[src/olf_cfg.svh]
// register offsets, field positions and reset values of the list and frame registers
// assumes byte addresses on a 12-bit register port, one 32-bit word per register
`ifndef OLF_CFG_SVH
`define OLF_CFG_SVH
`define OLF_ADDR_W         12
`define OLF_OFS_IRQ_DIS    12'h414
`define OLF_OFS_COMM       12'h418
`define OLF_OFS_PCUR       12'h41c
`define OLF_OFS_CTL_HEAD   12'h420
`define OLF_OFS_CTL_CUR    12'h424
`define OLF_OFS_BLK_HEAD   12'h428
`define OLF_OFS_BLK_CUR    12'h42c
`define OLF_OFS_DONE       12'h430
`define OLF_OFS_PERIOD     12'h434
`define OLF_OFS_COUNTDOWN  12'h438
`define OLF_OFS_FRAME_CNT  12'h43c
`define OLF_OFS_THRESH     12'h440
`define OLF_COMM_LSB       8
`define OLF_PTR_LSB        4
`define OLF_TOGGLE_BIT     31
`define OLF_MAXPKT_MSB     30
`define OLF_MAXPKT_LSB     16
`define OLF_PERIOD_MSB     13
`define OLF_DIS_DONE_BIT   1
`define OLF_DIS_OVR_BIT    0
`define OLF_PERIOD_RST     14'h2edf
`define OLF_THRESH_RST     14'h0000
`endif

[src/olf_pkg.sv]
// types shared by the list and frame register block and its frame timer
// assumes the field positions in olf_cfg.svh; the widths here are written out to match them
package olf_pkg;
	typedef logic [31:0] olf_word_t;
	typedef logic [27:0] olf_ptr_t;
	typedef logic [13:0] olf_bits_t;
	typedef logic [14:0] olf_pkt_t;
	typedef logic [15:0] olf_fnum_t;
	typedef enum logic [2:0] {
		OLF_IDLE    = 3'b000,
		OLF_FN_WR   = 3'b001,
		OLF_SOF_SET = 3'b010,
		OLF_DQ_WR   = 3'b011,
		OLF_DQ_SET  = 3'b100
	} olf_seq_e;
endpackage

[src/olf_timer_if.sv]
// signals between the register block and the frame timer
// assumes both ends run on the same controller clock
interface olf_timer_if;
	import olf_pkg::*;
	olf_bits_t period;
	logic      period_toggle;
	olf_pkt_t  max_packet_bits;
	logic      enter_op;
	logic      soft_reset;
	logic      bit_tick;
	logic      xfer_busy;
	olf_bits_t countdown;
	logic      countdown_toggle;
	olf_fnum_t frame_count;
	logic      frame_boundary;
	olf_pkt_t  max_count;
	modport regs (
		output period, period_toggle, max_packet_bits, enter_op, soft_reset,
		output bit_tick, xfer_busy,
		input  countdown, countdown_toggle, frame_count, frame_boundary, max_count
	);
	modport timer (
		input  period, period_toggle, max_packet_bits, enter_op, soft_reset,
		input  bit_tick, xfer_busy,
		output countdown, countdown_toggle, frame_count, frame_boundary, max_count
	);
endinterface

[src/olf_frame_timer.sv]
// frame countdown, frame number and largest packet counter
// assumes bit_tick is a one-cycle pulse per bit time
module olf_frame_timer (
	// clock and reset
	input wire logic i_mclk,
	input wire logic i_sys_rst,
	// register side
	olf_timer_if.timer tif
);
	import olf_pkg::*;
	logic rst;
	logic running;
	logic reload;
	assign rst = i_sys_rst | tif.soft_reset;
	assign reload = tif.enter_op | (running & tif.bit_tick & (tif.countdown == 14'h0000));
	// ****************************************
	// countdown and frame number
	// ****************************************
	always_ff @(posedge i_mclk) begin
		if (rst) begin
			running               <= 1'b0;
			tif.countdown         <= 14'h0000;
			tif.countdown_toggle  <= 1'b0;
			tif.frame_count       <= 16'h0000;
			tif.frame_boundary    <= 1'b0;
		end else begin
			running            <= running | tif.enter_op;
			tif.frame_boundary <= reload;
			if (reload) begin
				tif.countdown        <= tif.period;
				tif.countdown_toggle <= tif.period_toggle;
				tif.frame_count      <= tif.frame_count + 16'h0001;
			end else if (running & tif.bit_tick) begin
				tif.countdown <= tif.countdown - 14'h0001;
			end
		end
	end
	always_ff @(posedge i_mclk) begin
		if (rst) begin
			tif.max_count <= 15'h0000;
		end else if (reload) begin
			tif.max_count <= tif.max_packet_bits;
		end else if (tif.bit_tick & tif.xfer_busy & (tif.max_count != 15'h0000)) begin
			tif.max_count <= tif.max_count - 15'h0001;
		end
	end
	// ****************************************
	// checks
	// ****************************************
	property p_count_down;
		@(posedge i_mclk) disable iff (rst)
		running & tif.bit_tick & !tif.enter_op & (tif.countdown != 14'h0000)
			|=> tif.countdown == $past(tif.countdown) - 14'h0001;
	endproperty
	a_count_down: assert property (p_count_down) else $error("countdown missed a bit time");
	property p_toggle_copy;
		@(posedge i_mclk) disable iff (rst)
		reload |=> tif.frame_boundary && tif.countdown_toggle == $past(tif.period_toggle);
	endproperty
	a_toggle_copy: assert property (p_toggle_copy) else $error("toggle not copied");
	property p_frame_inc;
		@(posedge i_mclk) disable iff (rst)
		reload |=> tif.frame_count == $past(tif.frame_count) + 16'h0001;
	endproperty
	a_frame_inc: assert property (p_frame_inc) else $error("frame number not advanced");
	property p_pkt_load;
		@(posedge i_mclk) disable iff (rst)
		reload |=> tif.max_count == $past(tif.max_packet_bits);
	endproperty
	a_pkt_load: assert property (p_pkt_load) else $error("packet counter not loaded");
endmodule

[src/olf_list_frame_regs.sv]
// list pointer and frame timing registers of a usb host controller
// assumes a single clock, a plain register port and a scheduler driving the list events
`include "olf_cfg.svh"
module olf_list_frame_regs (
	// clock and reset
	input  wire logic                  i_mclk,
	input  wire logic                  i_sys_rst,
	// register port
	input  wire logic [11:0]           i_addr,
	input  wire olf_pkg::olf_word_t    i_wdata,
	input  wire logic                  i_wr,
	input  wire logic                  i_rd,
	output olf_pkg::olf_word_t         o_rdata,
	// controller state
	input  wire logic                  i_soft_reset_request,
	input  wire logic                  i_enter_operational,
	input  wire logic                  i_control_list_on,
	input  wire logic                  i_bulk_list_on,
	input  wire logic                  i_control_list_pending,
	input  wire logic                  i_bulk_list_pending,
	input  wire logic                  i_bit_tick,
	input  wire logic                  i_xfer_busy,
	// scheduler events
	input  wire logic                  i_periodic_served,
	input  wire olf_pkg::olf_word_t    i_periodic_next,
	input  wire logic                  i_control_served,
	input  wire olf_pkg::olf_word_t    i_control_next,
	input  wire logic                  i_control_end,
	input  wire logic                  i_bulk_served,
	input  wire olf_pkg::olf_word_t    i_bulk_next,
	input  wire logic                  i_bulk_end,
	input  wire logic                  i_td_done,
	input  wire olf_pkg::olf_word_t    i_td_addr,
	input  wire logic                  i_done_writeback,
	// list flag clears
	output logic                       o_control_pending_clr,
	output logic                       o_bulk_pending_clr,
	// next link write into a finished descriptor
	output logic                       o_next_link_wr,
	output olf_pkg::olf_word_t         o_next_link_addr,
	output olf_pkg::olf_word_t         o_next_link_field,
	// communication area write
	output logic                       o_comm_wr,
	output logic                       o_comm_sel_done,
	output olf_pkg::olf_word_t         o_comm_area,
	output olf_pkg::olf_word_t         o_comm_data,
	// status flag sets and interrupt disables
	output logic                       o_done_queue_written_flag,
	output logic                       o_frame_start_flag,
	output logic                       o_done_irq_disable,
	output logic                       o_overrun_irq_disable,
	// frame timing
	output logic                       o_frame_start,
	output olf_pkg::olf_pkt_t          o_max_packet_bits,
	output logic                       o_periodic_priority,
	output logic                       o_periodic_go
);
	import olf_pkg::*;
	// ****************************************
	// declarations
	// ****************************************
	localparam logic [11:0] HEAD_OFS [2] = '{`OLF_OFS_CTL_HEAD, `OLF_OFS_BLK_HEAD};
	localparam logic [11:0] CUR_OFS  [2] = '{`OLF_OFS_CTL_CUR, `OLF_OFS_BLK_CUR};
	olf_timer_if tif ();
	logic                               rst;
	logic [31:`OLF_COMM_LSB]            comm_base;
	olf_ptr_t                           pcur;
	olf_ptr_t                           done_head;
	olf_bits_t                          period;
	logic                               period_toggle;
	olf_pkt_t                           max_packet_bits;
	olf_bits_t                          thresh;
	olf_ptr_t                           list_head   [2];
	olf_ptr_t                           list_cur    [2];
	logic                               pend_clr    [2];
	logic                               list_on     [2];
	logic                               list_served [2];
	logic                               list_end    [2];
	logic                               list_pend   [2];
	olf_word_t                          list_next   [2];
	logic                               head_wr     [2];
	logic                               cur_sw_wr   [2];
	logic                               list_reload [2];
	olf_seq_e                           state;
	olf_seq_e                           next_state;
	logic                               fn_req;
	logic                               dq_req;
	logic                               prio_pend;
	logic                               prio_hit;
	logic                               wr_comm;
	logic                               wr_period;
	logic                               wr_thresh;
	logic                               wr_dis;
	olf_word_t                          rd_mux;
	// ****************************************
	// timer hookup
	// ****************************************
	assign rst                 = i_sys_rst | i_soft_reset_request;
	assign tif.period          = period;
	assign tif.period_toggle   = period_toggle;
	assign tif.max_packet_bits = max_packet_bits;
	assign tif.enter_op        = i_enter_operational;
	assign tif.soft_reset      = i_soft_reset_request;
	assign tif.bit_tick        = i_bit_tick;
	assign tif.xfer_busy       = i_xfer_busy;
	assign o_frame_start       = tif.frame_boundary;
	assign o_max_packet_bits   = tif.max_count;
	olf_frame_timer u_timer (
		.i_mclk    (i_mclk),
		.i_sys_rst (i_sys_rst),
		.tif       (tif)
	);
	// ****************************************
	// address decode
	// ****************************************
	assign wr_comm   = i_wr && (i_addr == `OLF_OFS_COMM);
	assign wr_period = i_wr && (i_addr == `OLF_OFS_PERIOD);
	assign wr_thresh = i_wr && (i_addr == `OLF_OFS_THRESH);
	assign wr_dis    = i_wr && (i_addr == `OLF_OFS_IRQ_DIS);
	assign rd_mux =
		(i_addr == `OLF_OFS_COMM)      ? {comm_base, 8'h00} :
		(i_addr == `OLF_OFS_PCUR)      ? {pcur, 4'h0} :
		(i_addr == `OLF_OFS_CTL_HEAD)  ? {list_head[0], 4'h0} :
		(i_addr == `OLF_OFS_CTL_CUR)   ? {list_cur[0], 4'h0} :
		(i_addr == `OLF_OFS_BLK_HEAD)  ? {list_head[1], 4'h0} :
		(i_addr == `OLF_OFS_BLK_CUR)   ? {list_cur[1], 4'h0} :
		(i_addr == `OLF_OFS_DONE)      ? {done_head, 4'h0} :
		(i_addr == `OLF_OFS_PERIOD)    ? {period_toggle, max_packet_bits, 2'b00, period} :
		(i_addr == `OLF_OFS_COUNTDOWN) ? {tif.countdown_toggle, 17'h00000, tif.countdown} :
		(i_addr == `OLF_OFS_FRAME_CNT) ? {16'h0000, tif.frame_count} :
		(i_addr == `OLF_OFS_THRESH)    ? {18'h00000, thresh} :
		32'h00000000;
	always_ff @(posedge i_mclk) begin
		if (i_sys_rst) begin
			o_rdata <= 32'h00000000;
		end else begin
			o_rdata <= i_rd ? rd_mux : 32'h00000000;
		end
	end
	// ****************************************
	// communication area base and interrupt disables
	// ****************************************
	always_ff @(posedge i_mclk) begin
		if (rst) begin
			comm_base <= 24'h000000;
		end else if (wr_comm) begin
			comm_base <= i_wdata[31:`OLF_COMM_LSB];
		end
	end
	assign o_comm_area = {comm_base, 8'h00};
	always_ff @(posedge i_mclk) begin
		if (rst) begin
			o_done_irq_disable    <= 1'b0;
			o_overrun_irq_disable <= 1'b0;
		end else begin
			o_done_irq_disable    <= wr_dis & i_wdata[`OLF_DIS_DONE_BIT];
			o_overrun_irq_disable <= wr_dis & i_wdata[`OLF_DIS_OVR_BIT];
		end
	end
	// ****************************************
	// frame period and priority threshold
	// ****************************************
	always_ff @(posedge i_mclk) begin
		if (rst) begin
			period          <= `OLF_PERIOD_RST;
			period_toggle   <= 1'b0;
			max_packet_bits <= 15'h0000;
		end else if (wr_period) begin
			period          <= i_wdata[`OLF_PERIOD_MSB:0];
			period_toggle   <= i_wdata[`OLF_TOGGLE_BIT];
			max_packet_bits <= i_wdata[`OLF_MAXPKT_MSB:`OLF_MAXPKT_LSB];
		end
	end
	always_ff @(posedge i_mclk) begin
		if (i_sys_rst) begin
			thresh <= `OLF_THRESH_RST;
		end else if (wr_thresh) begin
			thresh <= i_wdata[`OLF_PERIOD_MSB:0];
		end
	end
	// ****************************************
	// periodic priority
	// ****************************************
	assign prio_hit = i_bit_tick && (tif.countdown == thresh);
	always_ff @(posedge i_mclk) begin
		if (rst) begin
			prio_pend           <= 1'b0;
			o_periodic_priority <= 1'b0;
			o_periodic_go       <= 1'b0;
		end else begin
			prio_pend           <= prio_hit | (prio_pend & ~tif.frame_boundary);
			o_periodic_priority <= prio_pend;
			o_periodic_go       <= prio_pend & ~i_xfer_busy;
		end
	end
	// ****************************************
	// periodic current pointer
	// ****************************************
	always_ff @(posedge i_mclk) begin
		if (rst) begin
			pcur <= 28'h0000000;
		end else if (i_periodic_served) begin
			pcur <= i_periodic_next[31:`OLF_PTR_LSB];
		end
	end
	// ****************************************
	// control and bulk lists
	// ****************************************
	assign list_on[0]     = i_control_list_on;
	assign list_on[1]     = i_bulk_list_on;
	assign list_served[0] = i_control_served;
	assign list_served[1] = i_bulk_served;
	assign list_end[0]    = i_control_end;
	assign list_end[1]    = i_bulk_end;
	assign list_pend[0]   = i_control_list_pending;
	assign list_pend[1]   = i_bulk_list_pending;
	assign list_next[0]   = i_control_next;
	assign list_next[1]   = i_bulk_next;
	assign o_control_pending_clr = pend_clr[0];
	assign o_bulk_pending_clr    = pend_clr[1];
	for (genvar l = 0; l < 2; l++) begin : gen_list
		assign head_wr[l]     = i_wr && (i_addr == HEAD_OFS[l]);
		assign cur_sw_wr[l]   = i_wr && (i_addr == CUR_OFS[l]) && !list_on[l];
		assign list_reload[l] = list_end[l] && list_pend[l];
		always_ff @(posedge i_mclk) begin
			if (rst) begin
				list_head[l] <= 28'h0000000;
				list_cur[l]  <= 28'h0000000;
				pend_clr[l]  <= 1'b0;
			end else begin
				pend_clr[l] <= list_reload[l];
				if (head_wr[l]) begin
					list_head[l] <= i_wdata[31:`OLF_PTR_LSB];
				end
				if (list_reload[l]) begin
					list_cur[l] <= list_head[l];
				end else if (list_served[l]) begin
					list_cur[l] <= list_next[l][31:`OLF_PTR_LSB];
				end else if (cur_sw_wr[l]) begin
					list_cur[l] <= i_wdata[31:`OLF_PTR_LSB];
				end
			end
		end
	end
	// ****************************************
	// done queue
	// ****************************************
	always_ff @(posedge i_mclk) begin
		if (rst) begin
			done_head         <= 28'h0000000;
			o_next_link_wr    <= 1'b0;
			o_next_link_addr  <= 32'h00000000;
			o_next_link_field <= 32'h00000000;
		end else begin
			o_next_link_wr <= i_td_done;
			if (i_td_done) begin
				o_next_link_addr  <= {i_td_addr[31:`OLF_PTR_LSB], 4'h0};
				o_next_link_field <= {done_head, 4'h0};
				done_head         <= i_td_addr[31:`OLF_PTR_LSB];
			end else if (next_state == OLF_DQ_WR) begin
				done_head <= 28'h0000000;
			end
		end
	end
	// ****************************************
	// communication area write sequencer
	// ****************************************
	always_comb begin
		next_state = OLF_IDLE;
		case (state)
			OLF_IDLE: begin
				if (fn_req) begin
					next_state = OLF_FN_WR;
				end else if (dq_req && !i_td_done) begin
					next_state = OLF_DQ_WR;
				end
			end
			OLF_FN_WR: begin
				next_state = OLF_SOF_SET;
			end
			OLF_DQ_WR: begin
				next_state = OLF_DQ_SET;
			end
			OLF_SOF_SET: begin
				next_state = OLF_IDLE;
			end
			OLF_DQ_SET: begin
				next_state = OLF_IDLE;
			end
			default: begin
				next_state = OLF_IDLE;
			end
		endcase
	end
	always_ff @(posedge i_mclk) begin
		if (rst) begin
			state  <= OLF_IDLE;
			fn_req <= 1'b0;
			dq_req <= 1'b0;
		end else begin
			state  <= next_state;
			fn_req <= tif.frame_boundary | (fn_req & (next_state != OLF_FN_WR));
			dq_req <= i_done_writeback | (dq_req & (next_state != OLF_DQ_WR));
		end
	end
	always_ff @(posedge i_mclk) begin
		if (rst) begin
			o_comm_wr                 <= 1'b0;
			o_comm_sel_done           <= 1'b0;
			o_comm_data               <= 32'h00000000;
			o_frame_start_flag        <= 1'b0;
			o_done_queue_written_flag <= 1'b0;
		end else begin
			o_comm_wr                 <= (next_state == OLF_FN_WR) || (next_state == OLF_DQ_WR);
			o_comm_sel_done           <= next_state == OLF_DQ_WR;
			o_comm_data               <= (next_state == OLF_DQ_WR) ? {done_head, 4'h0}
				: {16'h0000, tif.frame_count};
			o_frame_start_flag        <= next_state == OLF_SOF_SET;
			o_done_queue_written_flag <= next_state == OLF_DQ_SET;
		end
	end
	// ****************************************
	// checks
	// ****************************************
	property p_comm_low;
		@(posedge i_mclk) disable iff (rst)
		i_rd && (i_addr == `OLF_OFS_COMM) |=> o_rdata[7:0] == 8'h00;
	endproperty
	a_comm_low: assert property (p_comm_low) else $error("base pointer low byte set");
	property p_ptr_low;
		@(posedge i_mclk) disable iff (rst)
		i_rd && (i_addr >= `OLF_OFS_PCUR) && (i_addr <= `OLF_OFS_DONE) |=> o_rdata[3:0] == 4'h0;
	endproperty
	a_ptr_low: assert property (p_ptr_low) else $error("pointer low nibble set");
	property p_ctl_reload;
		@(posedge i_mclk) disable iff (rst)
		i_control_end && i_control_list_pending
			|=> o_control_pending_clr && list_cur[0] == $past(list_head[0]);
	endproperty
	a_ctl_reload: assert property (p_ctl_reload) else $error("control list not reloaded");
	property p_ctl_locked;
		@(posedge i_mclk) disable iff (rst)
		i_control_list_on && !i_control_served && !i_control_end |=> $stable(list_cur[0]);
	endproperty
	a_ctl_locked: assert property (p_ctl_locked) else $error("control pointer changed while on");
	property p_done_link;
		@(posedge i_mclk) disable iff (rst)
		i_td_done |=> o_next_link_wr && o_next_link_field == {$past(done_head), 4'h0}
			&& done_head == $past(i_td_addr[31:4]);
	endproperty
	a_done_link: assert property (p_done_link) else $error("done queue link wrong");
	property p_done_wb;
		@(posedge i_mclk) disable iff (rst)
		$rose(o_comm_sel_done) |-> ##1 o_done_queue_written_flag;
	endproperty
	a_done_wb: assert property (p_done_wb) else $error("done write flag missing");
	property p_sof_seq;
		@(posedge i_mclk) disable iff (rst)
		tif.frame_boundary && state == OLF_IDLE && !dq_req
			|-> ##2 o_comm_wr && !o_comm_sel_done ##1 o_frame_start_flag;
	endproperty
	a_sof_seq: assert property (p_sof_seq) else $error("frame number write order broken");
	property p_dis_done;
		@(posedge i_mclk) disable iff (rst)
		wr_dis |=> o_done_irq_disable == $past(i_wdata[1]) && o_overrun_irq_disable == $past(i_wdata[0]);
	endproperty
	a_dis_done: assert property (p_dis_done) else $error("interrupt disable mismatch");
	property p_period_rst;
		@(posedge i_mclk)
		i_soft_reset_request |=> period == 14'h2edf;
	endproperty
	a_period_rst: assert property (p_period_rst) else $error("frame period not reset");
endmodule

[config.mk]
export PLATFORM = sky130hd
export DESIGN_NAME = olf_list_frame_regs
export DESIGN_NICKNAME = d
export VERILOG_FILES = /design/src/olf_pkg.sv /design/src/olf_timer_if.sv /design/src/olf_frame_timer.sv /design/src/olf_list_frame_regs.sv
export VERILOG_INCLUDE_DIRS = /design/src
export SDC_FILE = /design/constraint.sdc
export NUM_CORES = 1
export LEC_CHECK = 0
export BUFFER_PORTS_ARGS = -buffer_cell sky130_fd_sc_hd__buf_2
export CORE_ASPECT_RATIO = 0.7
export CORE_MARGIN = 4
export CORE_UTILIZATION = 59
export DETAILED_ROUTE_END_ITERATION = 8
export PLACE_DENSITY = 0.88
export REMOVE_ABC_BUFFERS = 1
export SLEW_MARGIN = 30
export SYNTH_ARGS = -nofsm -noshare
export SYNTH_HDL_FRONTEND = slang
export SYNTH_SLANG_ARGS = --single-unit
[constraint.sdc]
create_clock -name i_mclk -period 6.2 [get_ports i_mclk]
set_input_delay 0.62 -clock i_mclk [delete_from_list [all_inputs] [get_ports i_mclk]]
set_output_delay 0.62 -clock i_mclk [all_outputs]
set_load 0.02 [all_outputs]
==> impl_metrics.json <==
{
  "h-tree-depth": 2,
  "routed_wl_microns": 63200,
  "crit_type": "input pin to flop",
  "yosys_warnings": 0,
  "cts_sinks": 421,
  "fin_crit_sh": 0.540,
  "grt_pass1_vias": 16106,
  "yosysSeqAreaShare": 0.522,
  "cp_max_fo": 30,
  "leakagePower_nw": 9.12,
  "fillers": 2307,
  "dr.pass1.iters": 6,
  "power_density_nw_per_um2": 271,
  "drt_iter0_markers": 2315,
  "cts_tree": "built",
  "critPathArrivalTime_ps": 3570,
  "rsz0062_at_grt": "false",
  "dp_cells": 2591,
  "drive_gt1_frac": 0.215,
  "async_flop_share": 0,
  "numPortBuffers": 345,
  "yosys.area.top_type": "dfxtp_1",
  "dieHeight_microns": 155,
  "hpwl_microns": 43400,
  "finalCriticalPeriod_ps": 3350,
  "rows": 53,
  "synth_edf_count": 112,
  "fmax_ghz": 0.299,
  "insertion_delay_ps": 570,
  "status": "finished, final reports clean",
  "ys_top_cells_by_count": "348 x nand2_1, 309 x dfxtp_1, 189 x a21oi_1, 121 x nor2_1, 112 x edfxtp_1",
  "final_nets": 2416,
  "gr-usage-all-layers": 0.356,
  "synthFlopType": "dfxtp_1",
  "cp.required_ps": 6430,
  "regArea_sq_um": 9550,
  "cts_resized": 0,
  "numCtsBuffers": 40,
  "drcViolationCount": 0,
  "worst_clock_skew_ps": 25.1,
  "dieArea_sq_um": 34000,
  "grt_start_max_net_pins": 63,
  "viasPerCell": 6.32,
  "synth_area_per_cell_sq_um": 9.41,
  "initial_core_util": 0.604,
  "end_kind": "flop",
  "tns_ps": 0,
  "hold_path_class": "input pin to flop",
  "drtAntennaViolNets": 0,
  "finalWorstSetupSlack_ps": 2850,
  "multi_input_area_sq_um": 8170,
  "cap_violations": 0,
  "postCtsSetupBuffers": 0,
  "final_cells": 2670,
  "relSlewSlack": 0.322,
  "overflow": 0,
  "fin_util": 0.712,
  "syn_to_final_growth_pct": 17.9,
  "grt_pass1_wl_microns": 93700,
  "wl_per_cell_microns": 23.7,
  "clkTransAtPathRegs_ps": 60,
  "synthTopCellsByArea": "dfxtp_1 34%, edfxtp_1 18%, nand2_1 7.1%",
  "max-vdd-ir-drop_mv": 0.238,
  "synth_area_sq_um": 18300,
  "final_max_slew_viol_count": 0,
  "syn_inst": 1946,
  "synth_seq_cells": 421,
  "hold_viol_final": 0,
  "max-clock-path-buffers": 3,
  "die_x_microns": 219,
  "io_pins": 378,
  "antenna_found_initial": 6,
  "routabilityCongestion": 1.03,
  "vias": 16864,
  "yosysMostFrequentCell": "nand2_1",
  "core_sq_um": 30300,
  "dp_slack_ps": 2420,
  "hold_buffers": 0,
  "ys_types": 76,
  "yosys.area.top_type_share": 0.338,
  "p_total_mw": 5.84,
  "worst_pin_slew_ps": 1020,
  "finalSetupViolCount": 0,
  "cp-start-kind": "input pin",
  "root_buffer": "clkbuf_16"
}
stage by stage:
| stage | hold WS [ps] | cell area, sq um |
|---|---|---|
| final | 284 | 21600 |
| after global routing | 288 | 21600 |
| after CTS | 270 | 21600 |
| after detailed placement | 446 | 20300 |
| after global placement | 441 | 20200 |
| after floorplan | 422 | 17600 |
layout make-up:
| class | count | area share |
|---|---|---|
| Sequential cell | 421 | 0.442 |
| Multi-Input combinational cell | 1366 | 0.378 |
| Timing Repair Buffer | 380 | 0.0924 |
| Clock buffer | 52 | 0.0508 |
| Tap cell | 412 | 0.0239 |
| Clock inverter | 19 | 0.00927 |
| Inverter | 13 | 0.00226 |
| Antenna cell | 7 | 0.000811 |
worst paths after layout:
path | from | endpoint | slack, ps | depth (start not counted)
setup / recovery | i_addr[7] | list_head[0][26]$_SDFFCE_PN0P_ | 2850 | 7
hold reg to reg | o_next_link_addr[7]$_SDFFE_PN0P_ | o_next_link_addr[7]$_SDFFE_PN0P_ | 460 | 2
hold / removal | i_done_writeback | dq_req$_SDFF_PN0_ | 280 | 3
setup reg to reg | u_timer.tif.countdown[0]$_SDFFE_PN0P_ | u_timer.tif.countdown[13]$_SDFFE_PN0P_ | 3470 | 7
kinds of logic (layout without fill, tap and decap cells):
| kind of cell | Yosys count | after routing | synth area share |
|---|---|---|---|
| multiplexers | 64 | 64 | 0.0350 |
| flip-flops | 421 | 421 | 0.522 |
| adder cells (fa/ha/maj) | 3 | 3 | 0.00205 |
| XOR/XNOR | 51 | 51 | 0.0244 |
| AND/OR/NAND/NOR | 727 | 727 | 0.191 |
| AO/OA/AOI/OAI | 505 | 505 | 0.183 |
| buffers and inverters | 174 | 464 | 0.0420 |
| other | 1 | 23 | 0.000205 |
sequential cells by signal, indices dropped and copies added, names as in the netlist, 24 cells and up:
signal,flops
pcur,28
o_comm_data,32
o_rdata,32
list_cur,56
o_next_link_addr,28
list_head,56
done_head,28
o_next_link_field,28
comm_base,24
report_power, final:
group	switching [mW]	internal [mW]
Clock	1.08	1.38
Sequential	0.0485	2.89
Combinational	0.299	0.146
Total	1.42	4.42
layer usage:
metal	up-vias	track usage	wire, microns
met4	0	0.180	3640
met1	7890	0.465	22800
li1	7452	-	-
met5	-	0	0
met2	1290	0.551	28000
met3	232	0.0949	8720
cell usage in the layout (no fill, tap or decap), drive strengths merged, types with 18 or more instances in the layout:
| master | instances |
|---|---|
| buf | 380 |
| nand2 | 349 |
| dfxtp | 309 |
| a21oi | 189 |
| nor2 | 122 |
| edfxtp | 112 |
| and2 | 90 |
| mux2i | 64 |
| a22o | 59 |
| clkbuf | 52 |
| o21ai | 44 |
| a21o | 42 |
| a22oi | 37 |
| nand3 | 35 |
| xnor2 | 26 |
| nor3 | 26 |
| xor2 | 25 |
| o211ai | 24 |
| a211oi | 22 |
| nor4 | 20 |
| o22ai | 18 |
worst max-delay path, cell delays in order:
cell     delay [ps]
buf_2           190
nor4b_4         290
buf_4           430
nand4_1         440
buf_4           410
o21ai_2         710
buf_4           430
(Power assumes the default switching activity.)
